### config.mk
export PLATFORM = sky130hd
export DESIGN_NAME = plfp_top
export DESIGN_NICKNAME = d
export VERILOG_FILES = /design/src/rtl/plfp_pkg.sv /design/src/rtl/plfp_top.sv
export SDC_FILE = /design/constraint.sdc
export NUM_CORES = 1
export LEC_CHECK = 0
export BUFFER_PORTS_ARGS = -buffer_cell sky130_fd_sc_hd__buf_2
export CORE_ASPECT_RATIO = 0.75
export CORE_MARGIN = 2
export CORE_UTILIZATION = 45
export DETAILED_ROUTE_END_ITERATION = 6
export PLACE_DENSITY = 0.72
export SLEW_MARGIN = 20
export SYNTH_ARGS = -nofsm -noshare
export SYNTH_HDL_FRONTEND = slang
export SYNTH_SLANG_ARGS = --single-unit
### constraint.sdc
create_clock -name CLOCK -period 4.1 [get_ports CLOCK]
set_input_delay 0.41 -clock CLOCK [delete_from_list [all_inputs] [get_ports CLOCK]]
set_output_delay 0.41 -clock CLOCK [all_outputs]
set_load 0.005 [all_outputs]
### src/rtl/plfp_pkg.sv
// constants and types for the led function and polarity block
package plfp_pkg;
  localparam int CLK_KHZ = 100_000;
  localparam int BLINK_MS = 84;
  localparam int BLINK_CYC = BLINK_MS * CLK_KHZ;
  localparam int PWM_STEP_US = 10;
  localparam int PWM_CYC = PWM_STEP_US * CLK_KHZ / 1000;
  localparam logic [5:0] IDX_FUNC = 6'h10;
  localparam logic [5:0] IDX_POLMIX = 6'h11;
  localparam logic [5:0] IDX_STATE = 6'h12;
  localparam int MIX_ODD = 12;
  localparam int MIX_EVEN = 8;
  localparam logic [15:0] FN_DEF_00 = 16'h3071;
  localparam logic [15:0] FN_DEF_01 = 16'h3771;
  localparam logic [15:0] FN_DEF_10 = 16'h7171;
  localparam logic [15:0] FN_DEF_11 = 16'h1771;
  localparam logic [3:0] MIX_DEF_LO = 4'h4;
  localparam logic [3:0] MIX_DEF_HI = 4'h8;
  localparam logic [7:0] POL_RST = 8'h00;
  localparam logic [1:0] LD_AT = 2'h2;
  typedef enum logic [3:0] {
    FC_LINK = 4'b0000,
    FC_LINK_ACT = 4'b0001,
    FC_ALT = 4'b0010,
    FC_ACT_ON = 4'b0011,
    FC_ACT_BLK = 4'b0100,
    FC_TX = 4'b0101,
    FC_FAST = 4'b0110,
    FC_100 = 4'b0111,
    FC_OFF = 4'b1000,
    FC_ON = 4'b1001,
    FC_HIZ = 4'b1010,
    FC_BLINK = 4'b1011
  } plfp_fcode_t;
  typedef enum logic [1:0] {
    SPD_10 = 2'b00,
    SPD_100 = 2'b01,
    SPD_1000 = 2'b10
  } plfp_speed_t;
  typedef struct packed {
    logic link_up;
    plfp_speed_t speed;
    logic tx_act;
    logic rx_act;
  } plfp_phy_t;
endpackage : plfp_pkg

### src/rtl/plfp_top.sv
// led function select, polarity and mixing with wishbone registers
// Functional notes
// led2 code 0 lights on link; code 1 adds blink on traffic
// led2 code 1100b and up select dual led modes for the pair
// led2 forced off, on, hi-z and blink (1011b) ignore link
// led1 code is ignored while led0 code bits 3:2 are 11b
// led1 codes 1..4 give link/traffic, link/receive, activity modes
// led1 0110b lights for 100 or 1000 link, 0111b for 100 only
// led1 codes 1000b to 1011b force off, on, hi-z or blink
// led0 code 0010b blinks three, two or one times by speed
// odd mix field at 15:12, steps of 12.5%, 1000b is 100%
// even mix field at 11:8, strap default 0100b or 1000b
// polarity field picks on/off drive levels or tristate off
// polarity fields at 7:0, kept across software reset
// led2 code 1111b drives both pair outputs as one indicator
// blinking uses one shared timer; activity from tx and rx
// mixing is a pwm ratio over a fixed eight step period
`timescale 1ns/1ps
module plfp_top
  import plfp_pkg::*;
#(
  parameter int BLINK_CYC_P = plfp_pkg::BLINK_CYC
) (
  input wire logic CLOCK,
  input wire logic RST,
  input wire logic SW_RST,
  input wire plfp_pkg::plfp_phy_t PHY,
  input wire logic [1:0] STRAP,
  input wire logic CYC_I,
  input wire logic STB_I,
  input wire logic WE_I,
  input wire logic [7:0] ADR_I,
  input wire logic [3:0] SEL_I,
  input wire logic [31:0] DAT_I,
  output logic [31:0] DAT_O,
  output logic ACK_O,
  output logic [3:0] LED_O,
  output logic [3:0] LED_OE_N
);
  import plfp_pkg::*;

  localparam int BW = $clog2(BLINK_CYC_P);
  localparam int PW = $clog2(PWM_CYC);

  // byte lane merge for 16-bit registers
  function automatic logic [15:0] merge(input logic [15:0] o,
      input logic [15:0] d, input logic [1:0] s);
    merge = {s[1] ? d[15:8] : o[15:8], s[0] ? d[7:0] : o[7:0]};
  endfunction : merge

  // single led decode, returns {hiz, on}
  function automatic logic [1:0] fn_dec(input logic [3:0] c,
      input plfp_phy_t p, input logic blk, input logic brst,
      input logic odd);
    logic act;
    logic [1:0] r;
    act = p.tx_act | p.rx_act;
    r = 2'b00;
    case (c)
      FC_LINK: r = {1'b0, p.link_up & ~odd};
      FC_LINK_ACT: r = {1'b0, p.link_up & (~act | blk)};
      FC_ALT: r = {1'b0, odd ? p.link_up & (~p.rx_act | blk) : brst};
      FC_ACT_ON: r = {1'b0, act};
      FC_ACT_BLK: r = {1'b0, act & blk};
      FC_TX: r = {1'b0, p.tx_act & ~odd};
      FC_FAST: r = {1'b0, p.link_up & (p.speed != SPD_10)};
      FC_100: r = {1'b0, p.link_up & (p.speed == SPD_100)};
      FC_OFF: r = 2'b00;
      FC_ON: r = 2'b01;
      FC_HIZ: r = 2'b10;
      FC_BLINK: r = {1'b0, blk};
      default: r = 2'b00;
    endcase
    fn_dec = r;
  endfunction : fn_dec

  // dual led pair decode
  function automatic logic dual_dec(input logic [1:0] m,
      input logic odd, input plfp_phy_t p, input logic blk);
    logic act;
    act = p.tx_act | p.rx_act;
    case (m)
      2'b00: dual_dec = p.link_up &
          (odd ? p.speed == SPD_100 : p.speed == SPD_1000);
      2'b01: dual_dec = odd ? p.link_up : act & blk;
      2'b10: dual_dec = odd ? act & blk : p.link_up;
      default: dual_dec = p.link_up & (~act | blk);
    endcase
  endfunction : dual_dec

  logic [15:0] fn_q, fn_d;
  logic [15:0] polmix_q, polmix_d;
  logic [1:0] s1_q, s2_q, strap_q;
  logic [1:0] ld_cnt_q;
  logic ack_q;
  logic [31:0] dat_q;
  logic [BW-1:0] blk_cnt_q;
  logic blink_q;
  logic [2:0] phase_q;
  logic [PW-1:0] pwm_pre_q;
  logic [2:0] pwm_q;
  logic [3:0] led_q, oe_n_q;
  logic [3:0] on_w, hiz_w, drv_w, oe_n_w;

  // bus decode
  wire req_w = CYC_I & STB_I;
  wire [5:0] idx_w = ADR_I[7:2];
  wire hit_fn = idx_w == IDX_FUNC;
  wire hit_pm = idx_w == IDX_POLMIX;
  wire hit_st = idx_w == IDX_STATE;
  wire wr_w = req_w & WE_I & ack_q;
  wire [15:0] st_w = {4'h0, 2'b00, strap_q, hiz_w, on_w};
  wire [15:0] rd_w = hit_fn ? fn_q : hit_pm ? polmix_q :
      hit_st ? st_w : 16'h0000;

  // strap defaults
  wire load_w = ld_cnt_q == LD_AT;
  wire [15:0] fn_def_w = s2_q == 2'b00 ? FN_DEF_00 :
      s2_q == 2'b01 ? FN_DEF_01 : s2_q == 2'b10 ? FN_DEF_10 : FN_DEF_11;
  wire [3:0] mix_def_w = s2_q[1] ? MIX_DEF_HI : MIX_DEF_LO;

  assign fn_d = load_w ? fn_def_w :
      (wr_w & hit_fn) ? merge(fn_q, DAT_I[15:0], SEL_I[1:0]) : fn_q;
  // software reset has no effect on the fields
  assign polmix_d = load_w ? {mix_def_w, mix_def_w, POL_RST} :
      (wr_w & hit_pm) ? merge(polmix_q, DAT_I[15:0], SEL_I[1:0]) :
      polmix_q;

  // shared blink timer and speed burst
  wire blk_tick = blk_cnt_q == BW'(BLINK_CYC_P - 1);
  wire [1:0] nblk_w = ~PHY.link_up ? 2'd0 :
      PHY.speed == SPD_1000 ? 2'd3 : PHY.speed == SPD_100 ? 2'd2 : 2'd1;
  wire burst_w = (phase_q < {nblk_w, 1'b0}) & ~phase_q[0];
  wire pwm_tick = pwm_pre_q == PW'(PWM_CYC - 1);

  for (genvar i = 0; i < 4; i++) begin : g_led
    localparam int PB = i & 2;
    localparam bit ODD = (i % 2) == 1;
    localparam int MX = ODD ? MIX_ODD : MIX_EVEN;
    wire [3:0] own = fn_q[4*i +: 4];
    wire [3:0] lead = fn_q[4*PB +: 4];
    wire dual = lead[3:2] == 2'b11;
    // the combined mode lights both leds from the even mix field
    wire solo = lead[1:0] == 2'b11;
    wire [3:0] mix = polmix_q[(solo ? MIX_EVEN : MX) +: 4];
    wire [1:0] pol = polmix_q[2*i +: 2];
    wire [1:0] dec = fn_dec(own, PHY, blink_q, burst_w, ODD);
    wire mix_on = {1'b0, pwm_q} < mix;
    wire dual_on = dual_dec(lead[1:0], ODD, PHY, blink_q);
    assign on_w[i] = dual ? dual_on & mix_on : dec[0];
    assign hiz_w[i] = ~dual & dec[1];
    assign drv_w[i] = on_w[i] ? pol[0] : ~pol[0];
    assign oe_n_w[i] = hiz_w[i] | (~on_w[i] & pol[1]);
  end

  assign DAT_O = dat_q;
  assign ACK_O = ack_q;
  assign LED_O = led_q;
  assign LED_OE_N = oe_n_q;

  always_ff @(posedge CLOCK or posedge RST) begin
    if (RST) begin
      s1_q <= 2'b00;
      s2_q <= 2'b00;
      strap_q <= 2'b00;
      ld_cnt_q <= 2'h0;
    end else begin
      s1_q <= STRAP;
      s2_q <= s1_q;
      if (ld_cnt_q != 2'h3) begin
        ld_cnt_q <= ld_cnt_q + 2'h1;
      end
      if (load_w) begin
        strap_q <= s2_q;
      end
    end
  end

  always_ff @(posedge CLOCK or posedge RST) begin
    if (RST) begin
      fn_q <= FN_DEF_00;
      polmix_q <= {MIX_DEF_LO, MIX_DEF_LO, POL_RST};
    end else begin
      fn_q <= fn_d;
      polmix_q <= polmix_d;
    end
  end

  always_ff @(posedge CLOCK or posedge RST) begin
    if (RST) begin
      ack_q <= 1'b0;
      dat_q <= 32'h0000_0000;
    end else begin
      ack_q <= req_w & ~ack_q;
      if (req_w & ~ack_q) begin
        dat_q <= {16'h0000, rd_w};
      end
    end
  end

  always_ff @(posedge CLOCK or posedge RST) begin
    if (RST) begin
      blk_cnt_q <= '0;
      blink_q <= 1'b0;
      phase_q <= 3'h0;
    end else if (SW_RST) begin
      blk_cnt_q <= '0;
      blink_q <= 1'b0;
      phase_q <= 3'h0;
    end else begin
      blk_cnt_q <= blk_tick ? '0 : blk_cnt_q + 1'b1;
      if (blk_tick) begin
        blink_q <= ~blink_q;
        phase_q <= phase_q + 3'h1;
      end
    end
  end

  always_ff @(posedge CLOCK or posedge RST) begin
    if (RST) begin
      pwm_pre_q <= '0;
      pwm_q <= 3'h0;
    end else if (SW_RST) begin
      pwm_pre_q <= '0;
      pwm_q <= 3'h0;
    end else begin
      pwm_pre_q <= pwm_tick ? '0 : pwm_pre_q + 1'b1;
      if (pwm_tick) begin
        pwm_q <= pwm_q + 3'h1;
      end
    end
  end

  always_ff @(posedge CLOCK or posedge RST) begin
    if (RST) begin
      led_q <= 4'hF;
      oe_n_q <= 4'h0;
    end else begin
      led_q <= drv_w;
      oe_n_q <= oe_n_w;
    end
  end

  AST_LED2_LINK: assert property (@(posedge CLOCK) disable iff (RST)
    fn_q[11:8] == FC_LINK |-> on_w[2] == PHY.link_up)
    else $error("led2 link mode wrong");

  AST_PAIR_NOLINK: assert property (@(posedge CLOCK) disable iff (RST)
    fn_q[11:10] == 2'b11 && fn_q[9:8] != 2'b11 && !PHY.link_up
    |-> !on_w[2] && !on_w[3])
    else $error("dual mode lit without link");

  AST_LED2_BLINK: assert property (@(posedge CLOCK) disable iff (RST)
    fn_q[11:8] == FC_BLINK |-> on_w[2] == blink_q && !hiz_w[2])
    else $error("led2 forced blink wrong");

  AST_LED1_IGNORED: assert property (@(posedge CLOCK) disable iff (RST)
    fn_q[3:0] == 4'hC && !PHY.link_up |-> !on_w[1] && !hiz_w[1])
    else $error("led1 code not ignored");

  AST_LED1_ACT: assert property (@(posedge CLOCK) disable iff (RST)
    fn_q[3:2] != 2'b11 && fn_q[7:4] == FC_ACT_ON
    |-> on_w[1] == (PHY.tx_act | PHY.rx_act))
    else $error("led1 activity wrong");

  AST_LED1_100: assert property (@(posedge CLOCK) disable iff (RST)
    fn_q[3:2] != 2'b11 && fn_q[7:4] == FC_100
    |-> on_w[1] == (PHY.link_up && PHY.speed == SPD_100))
    else $error("led1 speed 100 wrong");

  AST_LED1_HIZ: assert property (@(posedge CLOCK) disable iff (RST)
    fn_q[3:2] != 2'b11 && fn_q[7:4] == FC_HIZ |=> LED_OE_N[1])
    else $error("led1 not tristated");

  AST_POL_DRIVE: assert property (@(posedge CLOCK) disable iff (RST)
    polmix_q[1:0] == 2'b01 && !hiz_w[0]
    |=> LED_O[0] == $past(on_w[0]) && !LED_OE_N[0])
    else $error("led0 polarity drive wrong");

  AST_SW_KEEP: assert property (@(posedge CLOCK) disable iff (RST)
    SW_RST && !(req_w && WE_I) && !load_w |=> $stable(polmix_q))
    else $error("software reset changed fields");

  AST_COMBINED: assert property (@(posedge CLOCK) disable iff (RST)
    fn_q[11:8] == 4'hF |-> on_w[2] == on_w[3])
    else $error("combined pair outputs differ");

  AST_BURST_NOLINK: assert property (@(posedge CLOCK) disable iff (RST)
    fn_q[3:0] == FC_ALT && !PHY.link_up |-> !on_w[0])
    else $error("speed burst lit without link");

  AST_MIX_ZERO: assert property (@(posedge CLOCK) disable iff (RST)
    fn_q[11:10] == 2'b11 && polmix_q[11:8] == 4'h0 |-> !on_w[2])
    else $error("zero mix still lit");

  AST_LED1_ON: assert property (@(posedge CLOCK) disable iff (RST)
    fn_q[3:2] != 2'b11 && fn_q[7:4] == FC_ON |-> on_w[1] && !hiz_w[1])
    else $error("led1 forced on wrong");

  AST_OFF_TRI: assert property (@(posedge CLOCK) disable iff (RST)
    !on_w[0] && polmix_q[1] |=> LED_OE_N[0])
    else $error("led0 off not tristated");

  AST_ACK_PULSE: assert property (@(posedge CLOCK) disable iff (RST)
    ACK_O |=> !ACK_O)
    else $error("ack longer than one cycle");
endmodule : plfp_top

Word level (Yosys, flattened, before mapping)
Index checks and enable logic that the tools add are counted.

storage, ports and cells
  latch bits = 0
  logic and storage cells = 192
  memories = 0
  bits in registers = 106
  ROM bits = 0
  bits in writable memories = 0

cells by class
  reduce and logical (&&, ||, !) cells = 16
  div/mod/pow operators = 0
  equality and inequality tests = 57
  $mul = 0
  shift-type cells = 2
  add/sub/neg operators = 5
  multiplexer cells = 44
  bitwise gates (word level) = 47
  $lt $le $gt $ge = 4

operators with widths
  cell                                                  count
  2-to-1 mux 16 bit                                     6
  equality test 4 x 3 -> 1 bit (second input constant)  14
  equality test 4 bit (second input constant)           12
  2-to-1 mux 24 bit                                     2
  2-to-1 mux 15 bit                                     3
  case mux 2 bit (11 select lines)                      2
  case mux 2 bit (9 select lines)                       2
  equality test 4 x 2 -> 1 bit (second input constant)  8
  indexed part select 16 x 5 -> 4 bit                   2
  2-to-1 mux 10 bit                                     3
  bitwise AND 1 bit                                     25
  adder 24 x 1 -> 24 bit (second input constant)        1
  equality test 24 bit (second input constant)          1
  equality test 2 bit (second input constant)           9
  equality test 6 x 5 -> 1 bit (second input constant)  3
  2-to-1 mux 3 bit                                      6
  equality test 4 x 1 -> 1 bit (second input constant)  4
  2-to-1 mux 8 bit                                      2
  inverter 1 bit                                        15
  nonzero test 2 bit                                    7
  < comparator 3 x 4 -> 1 bit                           3
  case mux 1 bit (3 select lines)                       4
  adder 10 x 1 -> 10 bit (second input constant)        1
  equality test 10 bit (second input constant)          1
  12 further kinds                                      39

Logic depth before layout (Yosys ltp)
  depth after elaboration = 11
  gate-level depth with buffers = 10
  depth with buffers taken out = 10

Worst setup path before layout
Ideal clock, no wire load.

  path kind = in2reg
  start = input PHY[4] in the netlist's numbering
  end = register oe_n_q[2] (netlist: LED_OE_N[2])
  library setup time = 118 ps
  data arrival time = 2155 ps
  cell stages on the path = 9
  setup slack = 1827 ps
  cells stage by stage = buf_2 clkbuf_1 nand2_1 ha_1 o31ai_1 o21ai_0 a2111oi_0 a311oi_1 a21o_1

on the way
  word-level cells in the longest chain between the ends = 8

ends and longest elaborated chain
  what                              RTL line         text
  start, declared                   plfp_top.sv:27   input wire plfp_pkg::plfp_phy_t PHY,
  2-to-1 mux 2 bit                  plfp_top.sv:131  wire [1:0] nblk_w = ~PHY.link_up ? 2'd0 :
  < comparator 3 bit                plfp_top.sv:133  wire burst_w = (phase_q < {nblk_w, 1'b0}) & ~phase_q[0];
  bitwise AND 1 bit                 plfp_top.sv:133
  case mux 2 bit (11 select lines)  plfp_top.sv:59   case (c)
  2-to-1 mux 1 bit (*)              plfp_top.sv:150  assign on_w[i] = dual ? dual_on & mix_on : dec[0];
  inverter 1 bit (*)                plfp_top.sv:153  assign oe_n_w[i] = hiz_w[i] | (~on_w[i] & pol[1]);
  bitwise AND 1 bit (*)             plfp_top.sv:153
  bitwise OR 1 bit (*)              plfp_top.sv:153
  via oe_n_w[2]                     plfp_top.sv:103  logic [3:0] on_w, hiz_w, drv_w, oe_n_w;
  end signal, assigned              plfp_top.sv:240  oe_n_q <= oe_n_w;
  end, declared                     plfp_top.sv:102  logic [3:0] led_q, oe_n_q;

Mark *: on every way through the listed nets, which the timed path passes. The rest lies on a longest branch.
A chain may end at the register's enable or synchronous reset.

Final worst setup path
  start = register ld_cnt_q[0]
  end = register fn_q[8]

on the way
  word-level cells in the longest chain between the ends = 3

ends and longest elaborated chain
  what                           RTL line         text
  start, declared                plfp_top.sv:94   logic [1:0] ld_cnt_q;
  start signal, assigned         plfp_top.sv:171  ld_cnt_q <= ld_cnt_q + 2'h1;
  equality test 2 bit (*)        plfp_top.sv:117  wire load_w = ld_cnt_q == LD_AT;
  nonzero test 2 bit (no line)   -
  AND reduction 2 bit (no line)  -
  end signal, assigned           plfp_top.sv:184  fn_q <= fn_d;
  end, declared                  plfp_top.sv:91   logic [15:0] fn_q, fn_d;

Every way passes the cells marked *; elsewhere a longest branch is shown, timed or not.

==> impl_results.md <==
* Syn_area_per_cell at approximately 9.1 um2
* Hold-fix buffers at CTS at 0
* PostCTS Resize Cnt at 0
* Nets at ~760
* Number of synthesized register bits at ~110
* RSZ-0062 raised after global routing: no
* Net Sw Power at around 510 uW
* CTS root buf: clkbuf_16
* Seq pwr share at 51.5%
* Total CTS buffers at 9
* Synth unique cells at 65
* Worst-skew pair later-pin latency at ~0.36 ns
* Starting Density at 45.74%
* Synth Flop Type: dfrtp_1
* Worst EP arrival at 2.87 ns
* Chip height at 103.1 um
* WP data required at 4.32 ns
* Area Growth Syn to Fin at 10.09%
* I/O Buffers at 61
* Iter 0 DRT Violations at 424
* Pre-Repair DR Iteration Count at 5
* Setup crit end kind: flip-flop
* Post-synth EDFFs at 0
* LEAKAGE at 3.047 nW
* Top-area cell type share of the netlist area at about two fifths
* Multi-input logic area at 0.002882 mm2
* I/O Pins at 98
* Peak supply drop at 0.2118 mV
* Chip width at 136.1 um
* Final Power at 2.141 mW
* Placer Congestion at between 0.9 and 1
* Mapped Cells at 645
* Wire length of the first global-routing pass at 22,650 um
* HP Class: in2async
* Final Cycle Share at around 65%
* MaxCap Viol Count at 0
* Pre-CTS WS at 1.529 ns
* Setup Crit Path Kind: reg2reg
* Internal Pwr Total at 1.626 mW
* Most common cell in the netlist: dfrtp_1
* Synth area leader: dfrtp_1
* Clk buf depth at 2
* CTS tree: yes
* Comb pwr share at 7.8%
* Status: completed
* FF/Latch Area at 0.002668 mm2
* # setup viols final at 0
* Number of antenna repair diodes at 0
* DR vias/cell at 5.558
* Worst hold slack at 0.1556 ns
* Post-layout util at 50.35%
* Final min period at 2.649 ns
* Post-synth ARST share at 100.0%
* Vias in the first global route at 4,415
* Startpoint Class: flip-flop
* Slew Limit Fails at 0
* Sw frac at 24.03%
* DP HPWL at approximately 10,000 um
* Met1 Usage GRT at 31.71%
* Grt met2 use at between 20% and 30%
* Syn Std Cell Area at 0.005892 mm2
* CP max FO at 19
* CTS sink cnt at 106
* Antenna violations before repair at 0
* Clock share of power at 40.7%
* Sequential fraction of the synthesis area at 45.28%
* Setup Buffers After CTS at 0
* Row cnt at 36
* Relative slew slack at a little over a third
* WL final at approximately 14,000 um
* Worst Max-Slew Pin Slew at 0.9535 ns
* Clock Skews at 0.006158 ns
* GR Util met3 at under 10%
* Yosys warns at 0
* DRC at 0
* DIE AREA at between 0.01 and 0.015 mm2
* Top cells by count, synth: dfrtp_1, nand2_1, nor2_1, o21ai_0, inv_1
* Vias post-DR at roughly 4,800
* Fill cells at between 1,000 and 1,500
* Peak Freq at 377.5 MHz
* WL per Instance at 16.10 um
* Largest net degree at the start of global routing at 90
* Largest cells by area after synthesis: dfrtp_1, nand2_1, dfstp_2
* Busiest grt layer: met1
* Clock transition at path regs at around 0.07 ns
* Detail Route Antenna Nets at 0
* H-tree levels at 3
* Layout cell share with drive strength beyond 1 at 15.24%
* GRT Total Usage at 20.84%
* Pwr dens at 330.0 mW/mm2
* TNS Setup at 0 ns
* Core ar. at 0.01288 mm2
* Setup slack after layout at between 1 and 1.5 ns
* Final hold vios at 0
* Total congestion overflow at 0
## per-layer routing
layer / part of all wire (%) / wire (um)
met1: 48 / 6607
met2: 41 / 5735
met3: 9.7 / 1348
met4: 1.1 / 152
met5: 0 / 0
## registers in the layout (all words and copies together) (netlist names), 4 cells and up
| name | flops |
|---|---|
| polmix_q | 16 |
| blk_cnt_q | 24 |
| fn_q | 16 |
| LED_OE_N | 4 |
| pwm_pre_q | 10 |
| LED_O | 4 |
| DAT_O | 16 |
## area by class of cell
cell class,instances,area share [%]
Clock inverter,5,0.8295
Timing Repair Buffer,64,5.054
Multi-Input combinational cell,478,44.43
Sequential cell,106,41.13
Tap cell,171,3.299
Inverter,25,1.524
Clock buffer,11,3.742
## cell usage in the layout, fill, tap and decap left out, types with 17 or more instances in the layout
master   count
dfrtp_1     94
a21oi_1     21
mux2i_1     22
inv_1       22
buf_2       61
ha_1        17
nand2_1     89
o21ai_0     48
xor2_1      22
nor2_1      69
nand4_1     18
## per-stage QoR
| step | cell area (um2) | cells |
|---|---|---|
| final | 6486 | 860 |
| after floorplan | 5948 | 660 |
| after global placement | 6187 | 844 |
| after CTS | 6484 | 860 |
| after global routing | 6486 | 860 |
| after detailed placement | 6187 | 844 |
## critical path, cell delays in order, from the launching register on
cell,delay [ns]
dfrtp_1,0.41
inv_1,0.07
ha_1,0.67
clkinv_1,0.68
or3_1,0.52
o21ai_0,0.10
o21ai_2,0.07
## worst paths after layout
check                             from            to  slack (ns)  cells past startpoint
min in group CLOCK            STRAP[0]       s1_q[0]        0.16                      1
min                                RST  blk_cnt_q[3]        0.16                      2
min reg2reg                    s1_q[1]       s2_q[1]        0.35                      0
max in group asynchronous          RST       fn_q[6]        3.07                      3
max reg2reg                ld_cnt_q[0]       fn_q[8]        1.45                      6
max                        ld_cnt_q[0]       fn_q[8]        1.45                      6
## logic make-up after synthesis
family | Yosys count | synth area share [%]
and+or+nand+nor | 249 | 20.45
AOI/OAI and AO/OA | 135 | 14.25
DFF | 106 | 45.28
buffers and inverters | 76 | 6.774
xor gates and xnor gates | 38 | 5.649
muxes | 23 | 3.929
adders and majority gates | 17 | 3.610
other | 1 | 0.06365
## power groups by stage
stage / logic [mW] / clock network [mW] / registers, mW
2_1_floorplan: 0.126 / 0 / 1.11
3_3_place_gp: 0.162 / 0 / 1.12
3_5_place_dp: 0.167 / 0 / 1.12
4_1_cts: 0.168 / 0.889 / 1.10
5_1_grt: 0.191 / 0.925 / 1.11
6_report: 0.168 / 0.870 / 1.10
Note: power is estimated with default switching activity, not from simulation.
